--- src/rtl/seip_defines.vh ---
`ifndef SEIP_DEFINES_VH
`define SEIP_DEFINES_VH

// core clock and self-timed programming time
`define SEIP_CLK_PERIOD_NS  20
`define SEIP_T_WP_NS        5000000
`define SEIP_T_WP_CYCLES    (`SEIP_T_WP_NS / `SEIP_CLK_PERIOD_NS)
`define SEIP_WP_CNT_W       18

// instruction lengths in serial clocks, start bit included
`define SEIP_HEAD_X8        5'h0a
`define SEIP_HEAD_X16       5'h09
`define SEIP_TOTAL_X8       5'h12
`define SEIP_TOTAL_X16      5'h19
`define SEIP_WIDTH_X8       5'h08
`define SEIP_WIDTH_X16      5'h10

// opcodes
`define SEIP_OP_EXT         2'h0
`define SEIP_OP_WRITE       2'h1
`define SEIP_OP_READ        2'h2
`define SEIP_OP_ERASE       2'h3

// extended codes in the two top address bits
`define SEIP_EXT_LOCK       2'h0
`define SEIP_EXT_FILL       2'h1
`define SEIP_EXT_CLEAR      2'h2
`define SEIP_EXT_UNLOCK     2'h3

// array geometry and erased value
`define SEIP_BYTES          128
`define SEIP_ERASED_BYTE    8'hff

`endif

--- src/rtl/seip_core.v ---
`timescale 1ns/1ps
`include "seip_defines.vh"

// Operation
// - width select high words, low bytes
// - start bit, opcode, address, then data
// - static serial clock holds state unchanged
// - CS low enters standby unless programming
// - only read drives array data out
// - read emits dummy zero then data
// - data output changes on clock rise
// - read continues to next higher location
// - read address wraps until CS low
// - programming ignored unless write enabled
// - reset leaves device write disabled
// - write enable holds until write disable
// - single ops touch one location, all-forms all
// - busy status shown while CS high
// - self-timed cycle bounded, erase then program
// - status low busy, high when done only if CS is high as the cycle ends
// - CS fall after last bit starts programming
// - wrong clock count makes instruction invalid
// - write disable blocks all programming
module seip_core #(
  parameter WP_CYCLES = `SEIP_T_WP_CYCLES
) (
  input  wire I_CORE_CLK,
  input  wire I_RST,
  input  wire I_CHIP_SELECT,
  input  wire I_SERIAL_CLOCK_IN,
  input  wire I_DATA_IN,
  input  wire I_WORD_WIDTH_SELECT,
  output wire O_DATA_OUT,
  output wire O_DATA_OUT_OE,
  output wire O_BUSY
);

  localparam [5:0] ST_IDLE  = 6'h01;
  localparam [5:0] ST_SHIFT = 6'h02;
  localparam [5:0] ST_READ  = 6'h04;
  localparam [5:0] ST_HOLD  = 6'h08;
  localparam [5:0] ST_BAD   = 6'h10;
  localparam [5:0] ST_PROG  = 6'h20;

  // programming length cut to the counter width on purpose
  localparam [31:0]               WP_FULL = WP_CYCLES;
  localparam [`SEIP_WP_CNT_W-1:0] WP_LOAD = WP_FULL[`SEIP_WP_CNT_W-1:0];

  // two-flop synchronisers and a third stage for edge finding
  reg  [3:0] sync1_reg;
  reg  [3:0] sync2_reg;
  reg        sclk_d_reg;
  reg        cs_d_reg;

  // bit 0 select, bit 1 serial clock, bit 2 data, bit 3 width select
  always @(posedge I_CORE_CLK or posedge I_RST) begin
    if (I_RST) begin
      sync1_reg  <= 4'h0;
      sync2_reg  <= 4'h0;
      sclk_d_reg <= 1'b0;
      cs_d_reg   <= 1'b0;
    end else begin
      sync1_reg  <= {I_WORD_WIDTH_SELECT, I_DATA_IN, I_SERIAL_CLOCK_IN, I_CHIP_SELECT};
      sync2_reg  <= sync1_reg;
      sclk_d_reg <= sync2_reg[1];
      cs_d_reg   <= sync2_reg[0];
    end
  end

  // synchronised levels; the edge stage idles low like the parked clock
  wire cs        = sync2_reg[0];
  wire sclk_lvl  = sync2_reg[1];
  wire din       = sync2_reg[2];
  wire wide_pin  = sync2_reg[3];
  wire sclk_rise = sclk_lvl & ~sclk_d_reg; // only edges advance, a parked clock holds
  wire cs_fall   = ~cs & cs_d_reg;

  reg  [5:0]                state_reg;
  reg  [4:0]                cnt_reg;
  reg  [23:0]               sr_reg;
  reg                       org16_reg;
  reg  [1:0]                op_reg;
  reg  [1:0]                ext_reg;
  reg  [6:0]                addr_reg;
  reg  [15:0]               data_reg;
  reg  [6:0]                rd_addr_reg;
  reg  [3:0]                bit_idx_reg;
  reg                       wen_reg;
  reg                       ready_reg;
  reg                       dout_reg;
  reg                       oe_reg;
  reg                       fire_reg;
  reg  [`SEIP_WP_CNT_W-1:0] wp_cnt_reg;
  reg  [7:0]                mem_reg [0:`SEIP_BYTES-1];

  // sizes for the captured organisation
  wire [4:0]  head     = org16_reg ? `SEIP_HEAD_X16 : `SEIP_HEAD_X8;
  wire [4:0]  total    = org16_reg ? `SEIP_TOTAL_X16 : `SEIP_TOTAL_X8;
  wire [3:0]  msb_idx  = org16_reg ? 4'hf : 4'h7;
  wire [23:0] sr_next  = {sr_reg[22:0], din};
  wire [4:0]  cnt_next = cnt_reg + 5'h01;

  // opcode and address fields at the end of the head
  wire [1:0] dec_op   = org16_reg ? sr_next[7:6] : sr_next[8:7];
  wire [6:0] dec_addr = org16_reg ? {1'b0, sr_next[5:0]} : sr_next[6:0];
  wire [1:0] dec_ext  = org16_reg ? sr_next[5:4] : sr_next[6:5];
  wire       dec_data = (dec_op == `SEIP_OP_WRITE) ||
                        (dec_op == `SEIP_OP_EXT && dec_ext == `SEIP_EXT_FILL);

  // classification of the held instruction
  wire      is_ext = (op_reg == `SEIP_OP_EXT);
  reg       is_all;
  reg       is_prog;
  reg       is_erase;
  reg [4:0] need;

  // programming kind and exact clock count of the held opcode
  always @* begin
    is_all   = 1'b0;
    is_prog  = 1'b0;
    is_erase = 1'b0;
    need     = head;
    case (op_reg)
      `SEIP_OP_WRITE: begin
        is_prog = 1'b1;
        need    = total;
      end
      `SEIP_OP_ERASE: begin
        is_prog  = 1'b1;
        is_erase = 1'b1;
      end
      `SEIP_OP_EXT: begin
        if (ext_reg == `SEIP_EXT_FILL) begin
          is_all  = 1'b1;
          is_prog = 1'b1;
          need    = total;
        end else if (ext_reg == `SEIP_EXT_CLEAR) begin
          is_all   = 1'b1;
          is_prog  = 1'b1;
          is_erase = 1'b1;
        end
      end
      default: begin
        need = head;                                       // read never programs
      end
    endcase
  end

  // word at the read pointer
  wire [15:0] cur_word = org16_reg ?
    {mem_reg[{rd_addr_reg[5:0], 1'b1}], mem_reg[{rd_addr_reg[5:0], 1'b0}]} :
    {8'h00, mem_reg[rd_addr_reg]};
  wire [6:0]  rd_addr_inc = org16_reg ? {1'b0, rd_addr_reg[5:0] + 6'h01} :
                                        rd_addr_reg + 7'h01;

  // instruction sequencer
  always @(posedge I_CORE_CLK or posedge I_RST) begin
    if (I_RST) begin
      state_reg   <= ST_IDLE;
      cnt_reg     <= 5'h00;
      sr_reg      <= 24'h000000;
      org16_reg   <= 1'b1;
      op_reg      <= 2'h0;
      ext_reg     <= 2'h0;
      addr_reg    <= 7'h00;
      data_reg    <= 16'h0000;
      rd_addr_reg <= 7'h00;
      bit_idx_reg <= 4'h0;
      wen_reg     <= 1'b0;
      ready_reg   <= 1'b0;
      dout_reg    <= 1'b0;
      fire_reg    <= 1'b0;
      wp_cnt_reg  <= {`SEIP_WP_CNT_W{1'b0}};
    end else begin
      fire_reg <= 1'b0;
      case (state_reg)
        ST_IDLE: begin
          if (!cs) begin
            ready_reg <= 1'b0;                             // status gone with CS low
          end else if (sclk_rise && din) begin             // start bit
            ready_reg <= 1'b0;
            state_reg <= ST_SHIFT;
            cnt_reg   <= 5'h01;
            sr_reg    <= 24'h000000;
            org16_reg <= wide_pin;
          end
        end
        ST_SHIFT: begin
          if (!cs) begin
            state_reg <= ST_IDLE;                          // short instruction dropped
          end else if (sclk_rise) begin
            sr_reg  <= sr_next;
            cnt_reg <= cnt_next;
            if (cnt_next == head) begin
              op_reg   <= dec_op;
              ext_reg  <= dec_ext;
              addr_reg <= dec_addr;
              if (dec_op == `SEIP_OP_READ) begin
                state_reg   <= ST_READ;
                rd_addr_reg <= dec_addr;
                bit_idx_reg <= msb_idx;
                dout_reg    <= 1'b0;                       // dummy zero
              end else if (!dec_data) begin
                state_reg <= ST_HOLD;
              end
            end else if (cnt_next == total) begin
              data_reg  <= org16_reg ? sr_next[15:0] : {8'h00, sr_next[7:0]};
              state_reg <= ST_HOLD;
            end
          end
        end
        ST_READ: begin
          if (!cs) begin
            state_reg <= ST_IDLE;                          // stream ends
          end else if (sclk_rise) begin
            dout_reg <= cur_word[bit_idx_reg];
            if (bit_idx_reg == 4'h0) begin
              bit_idx_reg <= msb_idx;
              rd_addr_reg <= rd_addr_inc;                  // next location
            end else begin
              bit_idx_reg <= bit_idx_reg - 4'h1;
            end
          end
        end
        ST_HOLD: begin
          if (cs_fall) begin
            state_reg <= ST_IDLE;                          // standby
            if (cnt_reg == need) begin                     // exact count
              if (is_ext && ext_reg == `SEIP_EXT_UNLOCK) begin
                wen_reg <= 1'b1;
              end else if (is_ext && ext_reg == `SEIP_EXT_LOCK) begin
                wen_reg <= 1'b0;
              end else if (is_prog && wen_reg) begin
                state_reg  <= ST_PROG;
                wp_cnt_reg <= WP_LOAD;
                dout_reg   <= 1'b0;
              end
            end
          end else if (sclk_rise) begin
            state_reg <= ST_BAD;                           // extra clock
          end
        end
        ST_BAD: begin
          if (!cs) begin
            state_reg <= ST_IDLE;
          end
        end
        ST_PROG: begin
          if (wp_cnt_reg <= {{(`SEIP_WP_CNT_W-1){1'b0}}, 1'b1}) begin
            fire_reg  <= 1'b1;                             // bounded cycle
            state_reg <= ST_IDLE;
            ready_reg <= cs;
            dout_reg  <= 1'b1;
          end else begin
            wp_cnt_reg <= wp_cnt_reg - {{(`SEIP_WP_CNT_W-1){1'b0}}, 1'b1};
          end
        end
        default: begin
          state_reg <= ST_IDLE;
        end
      endcase
    end
  end

  // output enable: read stream, busy poll, or ready poll, all gated by select
  reg oe_next;

  always @* begin
    oe_next = 1'b0;
    case (state_reg)
      ST_READ: begin
        oe_next = cs;
      end
      ST_PROG: begin
        oe_next = cs;                                      // busy poll
      end
      ST_IDLE: begin
        oe_next = cs & ready_reg;                          // ready poll
      end
      default: begin
        oe_next = 1'b0;
      end
    endcase
  end

  // registered so the pin enable never glitches
  always @(posedge I_CORE_CLK or posedge I_RST) begin
    if (I_RST) begin
      oe_reg <= 1'b0;
    end else begin
      oe_reg <= oe_next;
    end
  end

  // array: one generate entry per byte, updated at the end of the cycle
  genvar gi;
  generate
    for (gi = 0; gi < `SEIP_BYTES; gi = gi + 1) begin : g_byte
      localparam [31:0] IDX_FULL = gi;
      wire [6:0] idx = IDX_FULL[6:0];
      wire       hit = is_all ||
                       (org16_reg ? (addr_reg[5:0] == idx[6:1]) : (addr_reg == idx));
      wire [7:0] val = is_erase ? `SEIP_ERASED_BYTE :                   // erase then program
                       ((org16_reg && idx[0]) ? data_reg[15:8] : data_reg[7:0]);
      always @(posedge I_CORE_CLK or posedge I_RST) begin
        if (I_RST) begin
          mem_reg[gi] <= `SEIP_ERASED_BYTE;
        end else if (fire_reg && hit) begin
          mem_reg[gi] <= val;
        end
      end
    end
  endgenerate

  assign O_DATA_OUT    = dout_reg;
  assign O_DATA_OUT_OE = oe_reg;
  assign O_BUSY        = (state_reg == ST_PROG);

endmodule // seip_core

--- config.mk ---
export PLATFORM = sky130hd
export DESIGN_NAME = seip_core
export DESIGN_NICKNAME = d
export VERILOG_FILES = /design/src/rtl/seip_core.v
export VERILOG_INCLUDE_DIRS = /design/src /design/src/rtl
export SDC_FILE = /design/constraint.sdc
export NUM_CORES = 2
export LEC_CHECK = 0
export ABC_AREA = 1
export BUFFER_PORTS_ARGS = -buffer_cell sky130_fd_sc_hd__buf_2
export CORE_AREA = 2 2 375 377
export CTS_CLUSTER_DIAMETER = 40
export DETAILED_ROUTE_END_ITERATION = 7
export DIE_AREA = 0 0 377 379
export PLACE_DENSITY = 0.66
export SKIP_CTS_REPAIR_TIMING = 1
export SLEW_MARGIN = 0
export SYNTH_ARGS = -nofsm -noshare
export SYNTH_HDL_FRONTEND = slang
export SYNTH_SLANG_ARGS = --single-unit
export TNS_END_PERCENT = 10
--- constraint.sdc ---
create_clock -name I_CORE_CLK -period 40.1 [get_ports I_CORE_CLK]
set_input_delay 4.01 -clock I_CORE_CLK [delete_from_list [all_inputs] [get_ports I_CORE_CLK]]
set_output_delay 4.01 -clock I_CORE_CLK [all_outputs]
set_load 0.02 [all_outputs]
[Yosys cells after proc, flatten, opt, wreduce, memory -nomap -nowiden]
Cells that the tools add are included.
Storage, ports and cells
  word-level logic and storage cells: 915
  input port bits: 6
  bits in registers: 1122
  output and inout bits: 3
Cells by class
  bitwise logic cells: 9
  reductions and logical operators: 288
  add/subtract/negate cells: 5
  multiplexer cells: 231
  $lt $le $gt $ge: 5
  equal/unequal tests: 229
Operator list (number)
  == test 7 bit (second input constant): 64
  == test 7 x 6 -> 1 bit (second input constant): 32
  == test 6 bit (second input constant): 33
  binary-select mux 8 bit (select 7 bit): 3
  two-way mux 1 bit: 152
  logical AND 1 bit: 133
  logical OR 1 bit: 129
  == test 7 x 5 -> 1 bit (second input constant): 16
  two-way mux 18 bit: 6
  == test 6 x 5 -> 1 bit (second input constant): 17
  two-way mux 6 bit: 16
  two-way mux 8 bit: 9
  two-way mux 7 bit: 9
  two-way mux 15 bit: 4
  == test 7 x 4 -> 1 bit (second input constant): 8
  == test 6 x 4 -> 1 bit (second input constant): 9
  two-way mux 4 bit: 9
  one-hot mux 18 bit (2 select lines): 1
  two-way mux 16 bit: 2
  != test 2 bit (second input constant): 16
  == test 6 x 3 -> 1 bit (second input constant): 5
  one-hot mux 15 bit (2 select lines): 1
  one-hot mux 6 bit (5 select lines): 1
  == test 7 x 3 -> 1 bit (second input constant): 4
  44 further kinds: 88

[Logic depth before layout (Yosys ltp)]
  depth in word-level cells: 11
  mapped depth: 22
  mapped depth without buffers: 19

[Worst setup path after synthesis]
OpenSTA, ideal clock, no wires.
  path kind: register to output
  from: reg state_reg[1]
  to: out O_BUSY
  path buffers: 0
  data arrival time: 1.013 ns
  cell stages (with the launch flop): 6
  data required time: 36.090 ns
  path slack: 35.077 ns
  cells stage by stage: dfrtp_1 > nor2_1 > inv_1 > nor2_1 > nand3_1 > inv_1
On the way
  cells in the longest elaborated chain, start to end: 1
RTL lines
  start: declaration: RTL line seip_core.v:78  | reg [5:0] state_reg;
  start signal: assignment: RTL line seip_core.v:159  | state_reg <= ST_IDLE;
  start signal: assignment: RTL line seip_core.v:182  | state_reg <= ST_SHIFT;
  start signal: assignment: RTL line seip_core.v:190  | state_reg <= ST_IDLE;
  == test 6 bit: RTL line seip_core.v:317  | assign O_BUSY = (state_reg == ST_PROG);
  end: declaration: RTL line seip_core.v:35  | output wire O_BUSY
No other way between the ends.

==> impl_metrics.py <==
metrics = {
    "clock_tree": {
        "clk_latency_ns": 0.82,
        "cts_made_buffers": 180,
        "cts_buffer_depth": 3,
        "cts_root_buf": "clkbuf_16",
        "clk_pin_slew_ns": 0.05,
        "cts_tree": "built",
        "cts_max_level": 4,
        "cts.sinks": 1122,
    },
    "synthesis": {
        "synth_edf_count": 0,
        "avgSynthCellArea_sq_um": 7.42,
        "ys.flop_type": "dfstp_2",
        "yosys.area.top_type_share": 0.435,
        "syn_inst": 8362,
        "synth_seq_cells": 1122,
        "syn_nets": 8381,
        "async_flop_share": 1.00,
        "yosysWarnings": 0,
        "synth_top_area_cell": "dfstp_2",
        "ys_seq_area_frac": 0.473,
        "post-synth-top-count-cell": "nand2_1",
        "ys_types": 47,
        "synthTopCellsByArea": "dfstp_2 43%, nand2_1 17%, nand3_1 16%",
        "synth_area_sq_um": 62000,
        "yosys-top-cells-count": "2,783 x nand2_1, 2,003 x nand3_1, 1,145 x o21ai_0",
    },
    "global_route": {
        "grt_pass1_wl_um": 331000,
        "grt_max_degree": 210,
        "grt_pass1_vias": 55600,
        "antenna_found_initial": 1,
        "gr-usage-all-layers": 0.297,
        "gr-total-overflow": 0,
    },
    "place": {
        "io_buffers": 8,
        "hpwl_um": 131000,
        "pre_cts_ws_ns": 31.30,
        "gp_congestion": 1.00,
    },
    "power_and_ir_drop": {
        "cellPowerDensity_nw_per_um2": 51.5,
        "vdd_drop_max_uv": 60.0,
        "p_leak_nw": 24.6,
    },
    "route": {
        "drc_errors": 0,
        "postRouteAntennaNets": 0,
        "first_iter_violations": 7677,
        "wirelength_um": 215000,
        "drt_first_pass_iters": 8,
        "via_per_inst": 5.98,
        "dr_total_vias": 59500,
        "post_drt_wl_per_cell_um": 21.6,
    },
    "die": {
        "fp.dieH_um": 379,
        "die_area_sq_um": 143000,
        "ios": 9,
        "floorplan.initialDensity": 0.447,
        "rows": 137,
        "core-area_sq_um": 139000,
        "die_w_um": 377,
    },
    "setup_path": {
        "critPathKind": "primary input to asynchronous set/reset pin",
        "crit_top_cell": "buf_4",
        "arrival_ns": 8.69,
        "max_stage_delay_ns": 0.85,
        "critPathSlowestCell": "buf_4",
        "crit_family": "buffers and inverters",
        "required_ns": 41.01,
        "end_kind": "asynchronous set/reset pin",
        "crit_chain": "buf_2, inv_8, buf_4, buf_4, buf_4, buf_4, buf_4",
        "ff2ff_path_depth": 23,
        "cp.depth": 7,
        "path_buf_inv": 7,
        "crit_fanout": 104,
        "cp-start-kind": "primary input",
    },
    "finish": {
        "area_delta_synth_final_pct": 11.3,
        "largest_reg_flops": 1024,
        "layout-drive-gt1-share": 0.191,
        "nNetsFinal": 8013,
    },
    "sta": {
        "slew_headroom": 0.142,
        "hold_violations": 0,
        "fin_worst_skew_ns": 0.0382,
        "tightest_slew_ns": 1.29,
        "post-route-min-period_ns": 7.78,
        "fin_setup_tns_ns": 0,
        "rsz0062_at_grt": "false",
        "maxSlewViolCount": 0,
        "worst_slack_ns": 32.32,
        "fin_crit_sh": 0.194,
        "setup_violations": 0,
        "max_freq_ghz": 0.128,
    },
    "worst_hold_path": {
        "worstHoldPathType": "register to register",
        "hold_depth": 0,
    },
    "job": {
        "cap_violations": 0,
    },
    "outcome": {
        "status": "completed",
    },
}
logic make-up (layout without fill, tap and decap cells):
logic type / after synthesis / in the layout / synth area share
AO/OA/AOI/OAI: 1405 / 1405 / 0.118
XOR/XNOR: 7 / 7 / 0.000989
adder cells (fa/ha/maj): 13 / 13 / 0.00262
buffers and inverters: 853 / 638 / 0.0610
flip-flops: 1122 / 1122 / 0.473
multiplexers: 2 / 2 / 0.000363
other: 0 / 1 / 0
AND/OR/NAND/NOR: 4960 / 4960 / 0.343
layout by cell type (no fill, tap or decap), types with 4 or more instances in the layout:
| master | Yosys | final |
|---|---|---|
| buf_12 | 0 | 7 |
| inv_2 | 14 | 12 |
| bufinv_16 | 0 | 26 |
| clkinv_2 | 0 | 16 |
| clkinv_4 | 0 | 12 |
| dfrtp_4 | 0 | 5 |
| clkbuf_8 | 0 | 18 |
| o21ai_0 | 1145 | 1145 |
| nor2_4 | 1 | 9 |
| nand2_1 | 2783 | 2783 |
| nor2_1 | 135 | 127 |
| clkbuf_16 | 0 | 182 |
| dfrtp_1 | 96 | 90 |
| nand4_1 | 8 | 8 |
| xor2_1 | 6 | 6 |
| nand3_1 | 2003 | 2003 |
| inv_6 | 0 | 30 |
| nor3_1 | 11 | 11 |
| buf_4 | 51 | 114 |
| clkinvlp_4 | 0 | 20 |
| inv_8 | 0 | 10 |
| a31oi_1 | 16 | 16 |
| ha_1 | 13 | 13 |
| o21ai_1 | 88 | 69 |
| o21ai_2 | 0 | 19 |
| o31ai_1 | 41 | 41 |
| dfstp_2 | 1026 | 1025 |
| a21oi_1 | 39 | 38 |
| buf_2 | 230 | 8 |
| clkbuf_1 | 302 | 15 |
| inv_1 | 157 | 154 |
| a211oi_4 | 0 | 8 |
| o211ai_1 | 34 | 34 |
| o22ai_1 | 21 | 21 |
| nor4_1 | 6 | 5 |
| inv_16 | 0 | 4 |
layout make-up:
class	instances	area [sq um]
multi-input combinational	6387	29100
clock buffer	215	4860
sequential	1122	29400
clock inverter	120	1670
fill	13400	69800
tap	1807	2260
antenna	1	2.50
timing repair buffer	129	1040
inverter	174	686
final timing paths:
path / startpoint / end / slack, ns
worst min-delay path: sync1_reg[2]$_DFF_PP0_ / sync2_reg[2]$_DFF_PP0_ / 0.35
worst max-delay path: I_RST / mem_reg[650]$_DFFE_PP1P_ / 32.32
worst min register to register: sync1_reg[2]$_DFF_PP0_ / sync2_reg[2]$_DFF_PP0_ / 0.35
max in group I_CORE_CLK: rd_addr_reg[0]$_DFFE_PP0P_ / O_DATA_OUT$_DFFE_PP0P_ / 33.38
min in group asynchronous: I_RST / mem_reg[159]$_DFFE_PP1P_ / 3.70
worst max register to register: rd_addr_reg[0]$_DFFE_PP0P_ / O_DATA_OUT$_DFFE_PP0P_ / 33.38
per-stage QoR:
step	util	power, mW	std cells	instance area, sq um	hold WS, ns
3_3_place_gp	0.450	1.88	9619	62500	0.337
3_5_place_dp	0.450	1.88	9619	62500	0.336
5_1_grt	0.497	3.68	9954	69000	0.352
2_1_floorplan	-	1.74	8362	62000	0.331
4_1_cts	0.497	3.56	9954	69000	0.348
6_report	0.497	3.56	9955	69000	0.346
power breakdown:
group / switching, mW / internal, mW / total (mW)
combinational: 0.565 / 0.159 / 0.724
clock: 0.617 / 1.05 / 1.67
sequential: 0.0182 / 1.15 / 1.17
total: 1.20 / 2.36 / 3.56
routing by layer:
layer,vias to the layer above,global-route usage,share of wire
met1,28400,0.409,0.42
met5,-,0,0
met2,3054,0.446,0.43
li1,27500,-,-
met3,572,0.0679,0.099
met4,0,0.135,0.044
Power figures use the tool's default switching activity.
